<file path="src/switch_irq_defines.vh">
// constants for the switch input configuration and interrupt pin block
`ifndef SWITCH_IRQ_DEFINES_VH
`define SWITCH_IRQ_DEFINES_VH

// ****************************************
// geometry
// ****************************************
`define NUM_INPUTS      24
`define NUM_INDIV       12
`define FIRST_TWO_LVL   5'h0C
`define FIRST_THREE_LVL 5'h12
`define LAST_INPUT      5'h17
`define GROUP_SIZE      4
`define ADC_W           10
`define SLOT_SEL_W      3
`define WET_W           3
`define CMP_W           2

// ****************************************
// reset values
// ****************************************
`define RST_ENABLE      24'h000000
`define RST_MODE        24'h000000
`define RST_SCHEME      1'b0

// ****************************************
// encodings
// ****************************************
`define SCHEME_STATIC   1'b0
`define SCHEME_DYNAMIC  1'b1
`define MODE_COMP       1'b0
`define MODE_ADC        1'b1
`define CMP_2V0         2'h0
`define CMP_2V7         2'h1
`define CMP_3V0         2'h2
`define CMP_4V0         2'h3
`define WET_0MA         3'h0
`define WET_1MA         3'h1
`define WET_2MA         3'h2
`define WET_5MA         3'h3
`define WET_10MA        3'h4
`define WET_15MA        3'h5

// ****************************************
// timing
// ****************************************
`define CLK_NS          40
`define T_ACTIVE_NS     2000
`define T_INACTIVE_NS   2000
`define ACTIVE_CYC   ((`T_ACTIVE_NS + `CLK_NS - 1) / `CLK_NS)
`define INACTIVE_CYC ((`T_INACTIVE_NS + `CLK_NS - 1) / `CLK_NS)

`endif

</file>
<file path="src/pin_sync_edge.v">
// two-stage synchroniser with edge detection for a foreign-domain pin
`timescale 1ns/10ps
module pin_sync_edge #(
  parameter RST_VAL = 1'b1
) (
  // clock and reset
  input  wire clk,
  input  wire srst,
  // pin side
  input  wire pin,
  // synchronised side
  output reg  level,
  output wire rise,
  output wire fall
);
  reg meta;
  reg prev;

  // meta feeds only the second stage; edges compare stage two and three
  always @(posedge clk) begin
    if (srst) begin
      meta  <= RST_VAL;
      level <= RST_VAL;
      prev  <= RST_VAL;
    end else begin
      meta  <= pin;
      level <= meta;
      prev  <= level;
    end
  end

  assign rise = level & ~prev;
  assign fall = ~level & prev;
endmodule // pin_sync_edge

</file>
<file path="src/switch_input_cfg_irq.v">
// input configuration, threshold compare and interrupt pin logic
// Contract
// - per-input mode bit picks comparator or adc; comparator after reset
// - disabled input: wetting current off, no monitoring
// - all enables clear after reset
// - comparator level shared by each group of four inputs
// - comparator level is one of four: 2 V, 2.7 V, 3 V, 4 V
// - adc thresholds are 10-bit codes
// - inputs 0..11 each map to one of eight individual slots
// - shared adc level for inputs 0..11 compared in addition to slots
// - inputs 12..17 compare against shared low and high levels
// - inputs 18..22 compare against three shared levels
// - input 23 compares against those three plus two own levels
// - six wetting settings, 0 mA after reset
// - interrupt pin active low open drain, pulled on events
// - static scheme: low until cs rise ends a status read
// - status snapshot on first sclk rise after cs fall; read clears
// - dynamic scheme: pulse low, high, repeat until status read
// - dynamic read while low: release and clear at cs rise
// - dynamic read while high: clear at cs rise, no new pulse
// - scheme resets to static
// - scheme change accepted only while run trigger is low
`timescale 1ns/10ps
`include "switch_irq_defines.vh"
module switch_input_cfg_irq #(
  parameter STAT_W       = 16,
  parameter ACTIVE_CYC   = `ACTIVE_CYC,
  parameter INACTIVE_CYC = `INACTIVE_CYC
) (
  // clock and reset
  input  wire                 clk,
  input  wire                 srst,
  // run control
  input  wire                 run_trigger,
  input  wire                 scheme_req,
  output reg                  scheme,
  // per-input configuration
  input  wire [23:0]          in_enable,
  input  wire [23:0]          in_mode,
  input  wire [11:0]          comparator_level_select,
  input  wire [35:0]          wetting_cfg_a,
  input  wire [35:0]          wetting_cfg_b,
  // adc thresholds
  input  wire [79:0]          level_slots,
  input  wire [35:0]          level_mapping_reg,
  input  wire [9:0]           shared_adc_level,
  input  wire [9:0]           two_level_low,
  input  wire [9:0]           two_level_high,
  input  wire [9:0]           three_level_low,
  input  wire [9:0]           three_level_mid,
  input  wire [9:0]           three_level_high,
  input  wire [9:0]           last_input_level_four,
  input  wire [9:0]           last_input_level_five,
  // per-input drive to the analog front end
  output reg  [23:0]          wetting_on,
  output reg  [71:0]          wetting_sel,
  output reg  [23:0]          comp_active,
  output reg  [47:0]          comp_level,
  output reg  [23:0]          adc_active,
  // adc sample in, compare result out
  input  wire                 adc_valid,
  input  wire [4:0]           adc_channel,
  input  wire [9:0]           adc_code,
  output reg                  adc_res_valid,
  output reg  [4:0]           adc_res_channel,
  output reg  [4:0]           adc_res_above,
  // interrupt status
  input  wire [STAT_W-1:0]    event_set,
  output reg  [STAT_W-1:0]    int_status,
  output reg  [STAT_W-1:0]    status_snapshot,
  // serial port pins and command decode
  input  wire                 cs_n,
  input  wire                 sclk,
  input  wire                 status_read,
  // interrupt pin, open drain
  output wire                 int_n_o,
  output reg                  int_n_oe
);

  // ****************************************
  // functions
  // ****************************************
  function at_or_above;
    input [9:0] code;
    input [9:0] lvl;
    begin
      at_or_above = (code >= lvl);
    end
  endfunction

  // unknown wetting codes fall back to 0 mA rather than an odd current
  function [2:0] wet_legal;
    input [2:0] c;
    begin
      if (c <= `WET_15MA)
        wet_legal = c;
      else
        wet_legal = `WET_0MA;
    end
  endfunction

  // ****************************************
  // pin synchronisers
  // ****************************************
  wire cs_level;
  wire cs_rise;
  wire cs_fall;
  wire sclk_rise;

  pin_sync_edge #(.RST_VAL(1'b1)) u_cs (
    .clk   (clk),
    .srst  (srst),
    .pin   (cs_n),
    .level (cs_level),
    .rise  (cs_rise),
    .fall  (cs_fall)
  );

  pin_sync_edge #(.RST_VAL(1'b0)) u_sclk (
    .clk   (clk),
    .srst  (srst),
    .pin   (sclk),
    .level (),
    .rise  (sclk_rise),
    .fall  ()
  );

  // ****************************************
  // scheme select
  // ****************************************
  always @(posedge clk) begin
    if (srst)
      scheme <= `RST_SCHEME;
    else if (!run_trigger)
      scheme <= scheme_req;
  end

  // ****************************************
  // per-input drive
  // ****************************************
  wire [71:0] wet_raw;
  assign wet_raw = {wetting_cfg_b, wetting_cfg_a};

  genvar gi;
  generate
    for (gi = 0; gi < `NUM_INPUTS; gi = gi + 1) begin : g_in
      always @(posedge clk) begin
        if (srst) begin
          wetting_on[gi]            <= 1'b0;
          wetting_sel[gi*3 +: 3]    <= `WET_0MA;
          comp_active[gi]           <= 1'b0;
          comp_level[gi*2 +: 2]     <= `CMP_2V0;
          adc_active[gi]            <= 1'b0;
        end else begin
          wetting_on[gi] <= in_enable[gi];
          if (in_enable[gi])
            wetting_sel[gi*3 +: 3] <= wet_legal(wet_raw[gi*3 +: 3]);
          else
            wetting_sel[gi*3 +: 3] <= `WET_0MA;
          comp_active[gi] <= in_enable[gi] &
                             (in_mode[gi] == `MODE_COMP);
          adc_active[gi]  <= in_enable[gi] &
                             (in_mode[gi] == `MODE_ADC);
          // two select bits can only name the four levels
          comp_level[gi*2 +: 2] <=
            comparator_level_select[(gi/`GROUP_SIZE)*2 +: 2];
        end
      end
    end
  endgenerate

  // ****************************************
  // adc threshold compare
  // ****************************************
  reg [4:0] next_above;
  reg [2:0] slot_sel;
  reg [9:0] slot_lvl;
  wire      ch_live;

  assign ch_live = (adc_channel <= `LAST_INPUT) &&
                   adc_active[adc_channel];

  always @* begin
    next_above = 5'h00;
    slot_sel   = 3'h0;
    slot_lvl   = 10'h000;
    if (adc_channel < `FIRST_TWO_LVL) begin
      // only the first twelve inputs own a mapping entry
      slot_sel = level_mapping_reg[adc_channel*3 +: 3];
      slot_lvl = level_slots[slot_sel*10 +: 10];
      next_above[0] = at_or_above(adc_code, slot_lvl);
      next_above[1] = at_or_above(adc_code, shared_adc_level);
    end else if (adc_channel < `FIRST_THREE_LVL) begin
      next_above[0] = at_or_above(adc_code, two_level_low);
      next_above[1] = at_or_above(adc_code, two_level_high);
    end else begin
      next_above[0] = at_or_above(adc_code, three_level_low);
      next_above[1] = at_or_above(adc_code, three_level_mid);
      next_above[2] = at_or_above(adc_code, three_level_high);
      if (adc_channel == `LAST_INPUT) begin
        next_above[3] = at_or_above(adc_code,
                                    last_input_level_four);
        next_above[4] = at_or_above(adc_code,
                                    last_input_level_five);
      end
    end
  end

  // levels are taken as given; out-of-order settings yield odd patterns
  always @(posedge clk) begin
    if (srst) begin
      adc_res_valid   <= 1'b0;
      adc_res_channel <= 5'h00;
      adc_res_above   <= 5'h00;
    end else begin
      adc_res_valid <= adc_valid & ch_live;
      if (adc_valid && ch_live) begin
        adc_res_channel <= adc_channel;
        adc_res_above   <= next_above;
      end
    end
  end

  // ****************************************
  // transaction tracking and status
  // ****************************************
  reg  first_clk_seen;
  reg  read_seen;
  wire clear_now;

  assign clear_now = cs_rise & (read_seen | status_read);

  always @(posedge clk) begin
    if (srst) begin
      first_clk_seen <= 1'b1;
      read_seen      <= 1'b0;
    end else begin
      if (cs_fall)
        first_clk_seen <= 1'b0;
      else if (sclk_rise && !cs_level)
        first_clk_seen <= 1'b1;
      if (cs_rise)
        read_seen <= 1'b0;
      else if (status_read && !cs_level)
        read_seen <= 1'b1;
    end
  end

  always @(posedge clk) begin
    if (srst) begin
      int_status      <= {STAT_W{1'b0}};
      status_snapshot <= {STAT_W{1'b0}};
    end else begin
      // new events win over a clear in the same cycle
      if (clear_now)
        int_status <= event_set;
      else
        int_status <= int_status | event_set;
      if (!first_clk_seen && sclk_rise && !cs_level)
        status_snapshot <= int_status | event_set;
    end
  end

  // ****************************************
  // interrupt pin sequencer
  // ****************************************
  localparam ST_IDLE     = 2'h0;
  localparam ST_ACTIVE   = 2'h1;
  localparam ST_INACTIVE = 2'h2;

  reg  [1:0]  state;
  reg  [1:0]  next_state;
  reg  [15:0] cnt;
  reg  [15:0] next_cnt;
  reg         next_oe;
  wire        pending;

  assign pending = |int_status;

  always @* begin
    next_state = state;
    next_cnt   = cnt;
    next_oe    = 1'b0;
    case (state)
      ST_IDLE: begin
        if (pending && !clear_now) begin
          next_state = ST_ACTIVE;
          next_cnt   = 16'h0000;
          next_oe    = 1'b1;
        end
      end
      ST_ACTIVE: begin
        next_oe = 1'b1;
        if (clear_now) begin
          next_state = ST_IDLE;
          next_oe    = 1'b0;
        end else if (scheme == `SCHEME_DYNAMIC &&
                     cnt == ACTIVE_CYC - 1) begin
          next_state = ST_INACTIVE;
          next_cnt   = 16'h0000;
          next_oe    = 1'b0;
        end else if (scheme == `SCHEME_DYNAMIC) begin
          next_cnt = cnt + 16'h0001;
        end
        // static scheme simply holds the pin low
      end
      ST_INACTIVE: begin
        if (clear_now) begin
          next_state = ST_IDLE;
        end else if (cnt == INACTIVE_CYC - 1) begin
          next_state = ST_ACTIVE;
          next_cnt   = 16'h0000;
          next_oe    = 1'b1;
        end else begin
          next_cnt = cnt + 16'h0001;
        end
      end
      default: begin
        next_state = ST_IDLE;
        next_cnt   = 16'h0000;
      end
    endcase
  end

  // the scheme moves whenever run_trigger is low, even in the middle of a pulse
  always @(posedge clk) begin
    if (srst) begin
      state    <= ST_IDLE;
      cnt      <= 16'h0000;
      int_n_oe <= 1'b0;
    end else begin
      state    <= next_state;
      cnt      <= next_cnt;
      int_n_oe <= next_oe;
    end
  end

  // open drain: the pin is only ever driven low
  assign int_n_o = 1'b0;
endmodule // switch_input_cfg_irq

</file>
<file path="config.mk">
export PLATFORM = sky130hd
export DESIGN_NAME = switch_input_cfg_irq
export DESIGN_NICKNAME = d
export VERILOG_FILES = /design/src/pin_sync_edge.v /design/src/switch_input_cfg_irq.v
export VERILOG_INCLUDE_DIRS = /design/src
export SDC_FILE = /design/constraint.sdc
export NUM_CORES = 1
export LEC_CHECK = 0
export ABC_CLOCK_PERIOD_IN_PS = 4800
export BUFFER_PORTS_ARGS = -buffer_cell sky130_fd_sc_hd__buf_2
export CAP_MARGIN = 20
export CORE_AREA = 4 4 230 232
export CTS_BUF_LIST = sky130_fd_sc_hd__clkbuf_4 sky130_fd_sc_hd__clkbuf_8
export CTS_CLUSTER_SIZE = 10
export DETAILED_ROUTE_END_ITERATION = 7
export DIE_AREA = 0 0 234 236
export GPL_TIMING_DRIVEN = 0
export SETUP_SLACK_MARGIN = 0.5
export SYNTH_ARGS = -nofsm -noshare
export SYNTH_HDL_FRONTEND = slang
export SYNTH_SLANG_ARGS = --single-unit
</file>
<file path="constraint.sdc">
create_clock -name clk -period 4.8 [get_ports clk]
set_clock_uncertainty 0.05 [all_clocks]
set_input_delay 0.96 -clock clk [delete_from_list [all_inputs] [get_ports clk]]
set_output_delay 0.96 -clock clk [all_outputs]
set_load 0.005 [all_outputs]
</file>
==> impl_metrics.ini <==
[route]
vias = 11885
detail_route.vias_per_cell = 4.51
ant_nets = 0
wl_mm = 52.5
drt-pass1-iter-count = 5
drt_iter0_markers = 526
drc_errors = 0
avgRoutedWirePerCell_um = 19.9

[final_layout]
final_nets = 2388
fin_cells = 2637
drive_gt1_share_pct = 40.0
area_growth_pct = 44.2
fin_util_pct = 31.6
fillers = 5443

[clocking]
cts_sinks = 227
cts_hold_buffers = 0
clkTransAtPathRegs_ps = 60
clock_latency_ps = 560
cts_buffers = 40
htreeDepth = 2
cts_root_buf = clkbuf_8
cts_tree = yes
clockBufferDepth = 3

[critical_path]
worstSetupStartpointType = input pin
required_ps = 5150
endpoint_kind = register
crit_arrival_ps = 4470
r2r.worst_path.cells = 7
reg2reg_slack_ps = 1980
worstSetupPathType = input pin to register
worstPathMaxFanout = 10

[power_and_ir_drop]
ir_drop_mv = 0.247
power-per-cell-area_mw_per_mm2 = 310
power.switching_uw = 1410
switching_share_pct = 28.3
power_frac_seq_pct = 40.3
power_leakage_uw = 0.00821
power_frac_clock_pct = 40.0
power.total_uw = 5000
combPwrFrac_pct = 19.6
internal-power_uw = 3590

[timing]
whs_ps = 359
relSlewSlack_pct = 43.2
hold_viol = 0
rsz0062_at_grt = false
finalCriticalPeriod_ps = 4120
fin_ws_ps = 676
worst_pin_slew_ps = 848
setup_viol = 0
fmax_mhz = 242
slew_viol_final = 0
fin_crit_sh_pct = 85.9

[worst_hold_path]
holdPathStages = 1
hold_class = register to register

[yosys]
yosys_warnings = 0
netlist_area_sq_mm = 0.0112
ys_top_cells_by_count = dfxtp_1 (227), nor2_1 (142), nand2_1 (115)
synth_edf_count = 0
yosysTopAreaCell = dfxtp_1
ys_seq_area_share_pct = 40.7
postSynthCellCount = 1279
yosysMostFrequentCell = dfxtp_1
synth.area.top_cells = dfxtp_1 (41%), ha_1 (11%), nor2_1 (4.8%)
ys_ff_latch = 227
synthFlopType = dfxtp_1
syn_nets = 1742
ys_async_sr_fraction_pct = 0
synth.distinct_cells = 65
synth_top_area_share_pct = 40.7
syn_area_per_cell_sq_um = 8.73

[global_routing]
grt_overflow_total = 0
track_usage_pct = 17.7
grt_max_degree = 11
grt_first_pass_wirelength_mm = 73.8
grt_antenna_before_repair = 10
grt_pass1_vias = 12086

[die]
io_pins = 605
die_h_um = 236
core_area_sq_mm = 0.0510
rows = 83
fp.dieW_um = 234
start_util_pct = 21.9
dieArea_sq_mm = 0.0552

[placed_design]
dp_slack_ps = -563
hpwl_mm = 43.7
place.detailed.instances = 2560
port-buffer-count = 600
gp_congestion = 0.928

[job]
max-cap-violations = 0

[run_status]
outcome = completed
-- state kept, by name, indices dropped and copies added, names as in the netlist, 2 cells and up --
signal           flops
wetting_sel         72
comp_level          12
status_snapshot     16
adc_active          24
adc_res_channel      5
cnt                 16
wetting_on          24
state                2
int_status          16
comp_active         24
adc_res_above        5
-- power groups by stage --
stage / clock, uW / sequential, uW / combinational (uW)
3_5_place_dp: 0 / 2060 / 959
3_3_place_gp: 0 / 2050 / 935
2_1_floorplan: 0 / 2050 / 475
6_report: 2000 / 2020 / 981
4_1_cts: 2070 / 2020 / 976
5_1_grt: 2150 / 2020 / 1090
-- area by class of cell --
cell class | count | area, sq um | share of cell area [%]
Inverter | 106 | 398 | 2.47
Antenna cell | 4 | 10.0 | 0.0622
Buffer | 87 | 531 | 3.29
Multi-Input combinational cell | 860 | 5820 | 36.2
Clock inverter | 12 | 171 | 1.06
Sequential cell | 227 | 4540 | 28.2
Timing Repair Buffer | 603 | 3050 | 19.0
Clock buffer | 58 | 723 | 4.49
Tap cell | 680 | 851 | 5.28
-- cell families (layout without fill, tap and decap cells) --
logic type | count (synthesis) | count (layout) | share of synthesized area [%]
adders and majority gates | 96 | 96 | 10.8
and+or+nand+nor | 512 | 513 | 23.8
other | 1 | 5 | 0.0336
AOI/OAI and AO/OA | 208 | 208 | 11.9
muxes | 27 | 27 | 3.57
DFF | 227 | 227 | 40.7
buffers and inverters | 193 | 866 | 8.10
xor gates and xnor gates | 15 | 15 | 1.18
-- worst paths after layout --
check                                     endpoint      startpoint
worst max-delay path              adc_res_above[0]  adc_channel[1]
worst min register to register          u_cs.level       u_cs.meta
worst max register to register  adc_res_channel[1]   adc_active[0]
worst min-delay path                    u_cs.level       u_cs.meta
-- routing by layer --
metal	vias to the layer above	part of all wire (%)	global-route usage [%]
met5	-	0.065	0
met3	94	8.2	4.61
met1	5544	39	20.0
met4	6	3.7	6.90
met2	546	49	31.6
li1	5695	-	-
-- per-stage QoR --
stage	instance area (sq um)	TNS (ps)
after floorplan	11200	0
after global placement	15000	-455
after detailed placement	15000	-563
after CTS	16000	0
after global routing	16100	0
final	16100	0
-- layout by cell type, fill, tap and decap left out, drive strengths merged, types with 30 or more instances in the layout --
| master | n |
|---|---|
| ha | 96 |
| inv | 106 |
| nand2 | 115 |
| buf | 656 |
| nor3 | 30 |
| a21oi | 40 |
| dfxtp | 227 |
| clkbuf | 92 |
| nor2 | 142 |
| and3 | 34 |
| nor3b | 60 |
| a31oi | 45 |
| o21ai | 46 |
-- worst max-delay path: stages --
cell and delay (ps):
clkbuf_4 190, buf_12 180, mux4_2 570, o22ai_4 300, nor2b_1 80, or3_1 350
clkbuf_2 230, a31oi_2 290, nor4_2 80, ha_1 280, o21a_1 170, o21a_1 170
o21ai_1 180, a21oi_1 80, a211oi_2 230, a221oi_1 100
-- repair_timing --
action | CTS | global route
buffers inserted | 0 | 1
pin swaps | 2 | 2
gates resized for setup | 17 | 13
gates cloned | 0 | 2
setup endpoints to repair | 1 | 1
Note: power is estimated with default switching activity, not from simulation.
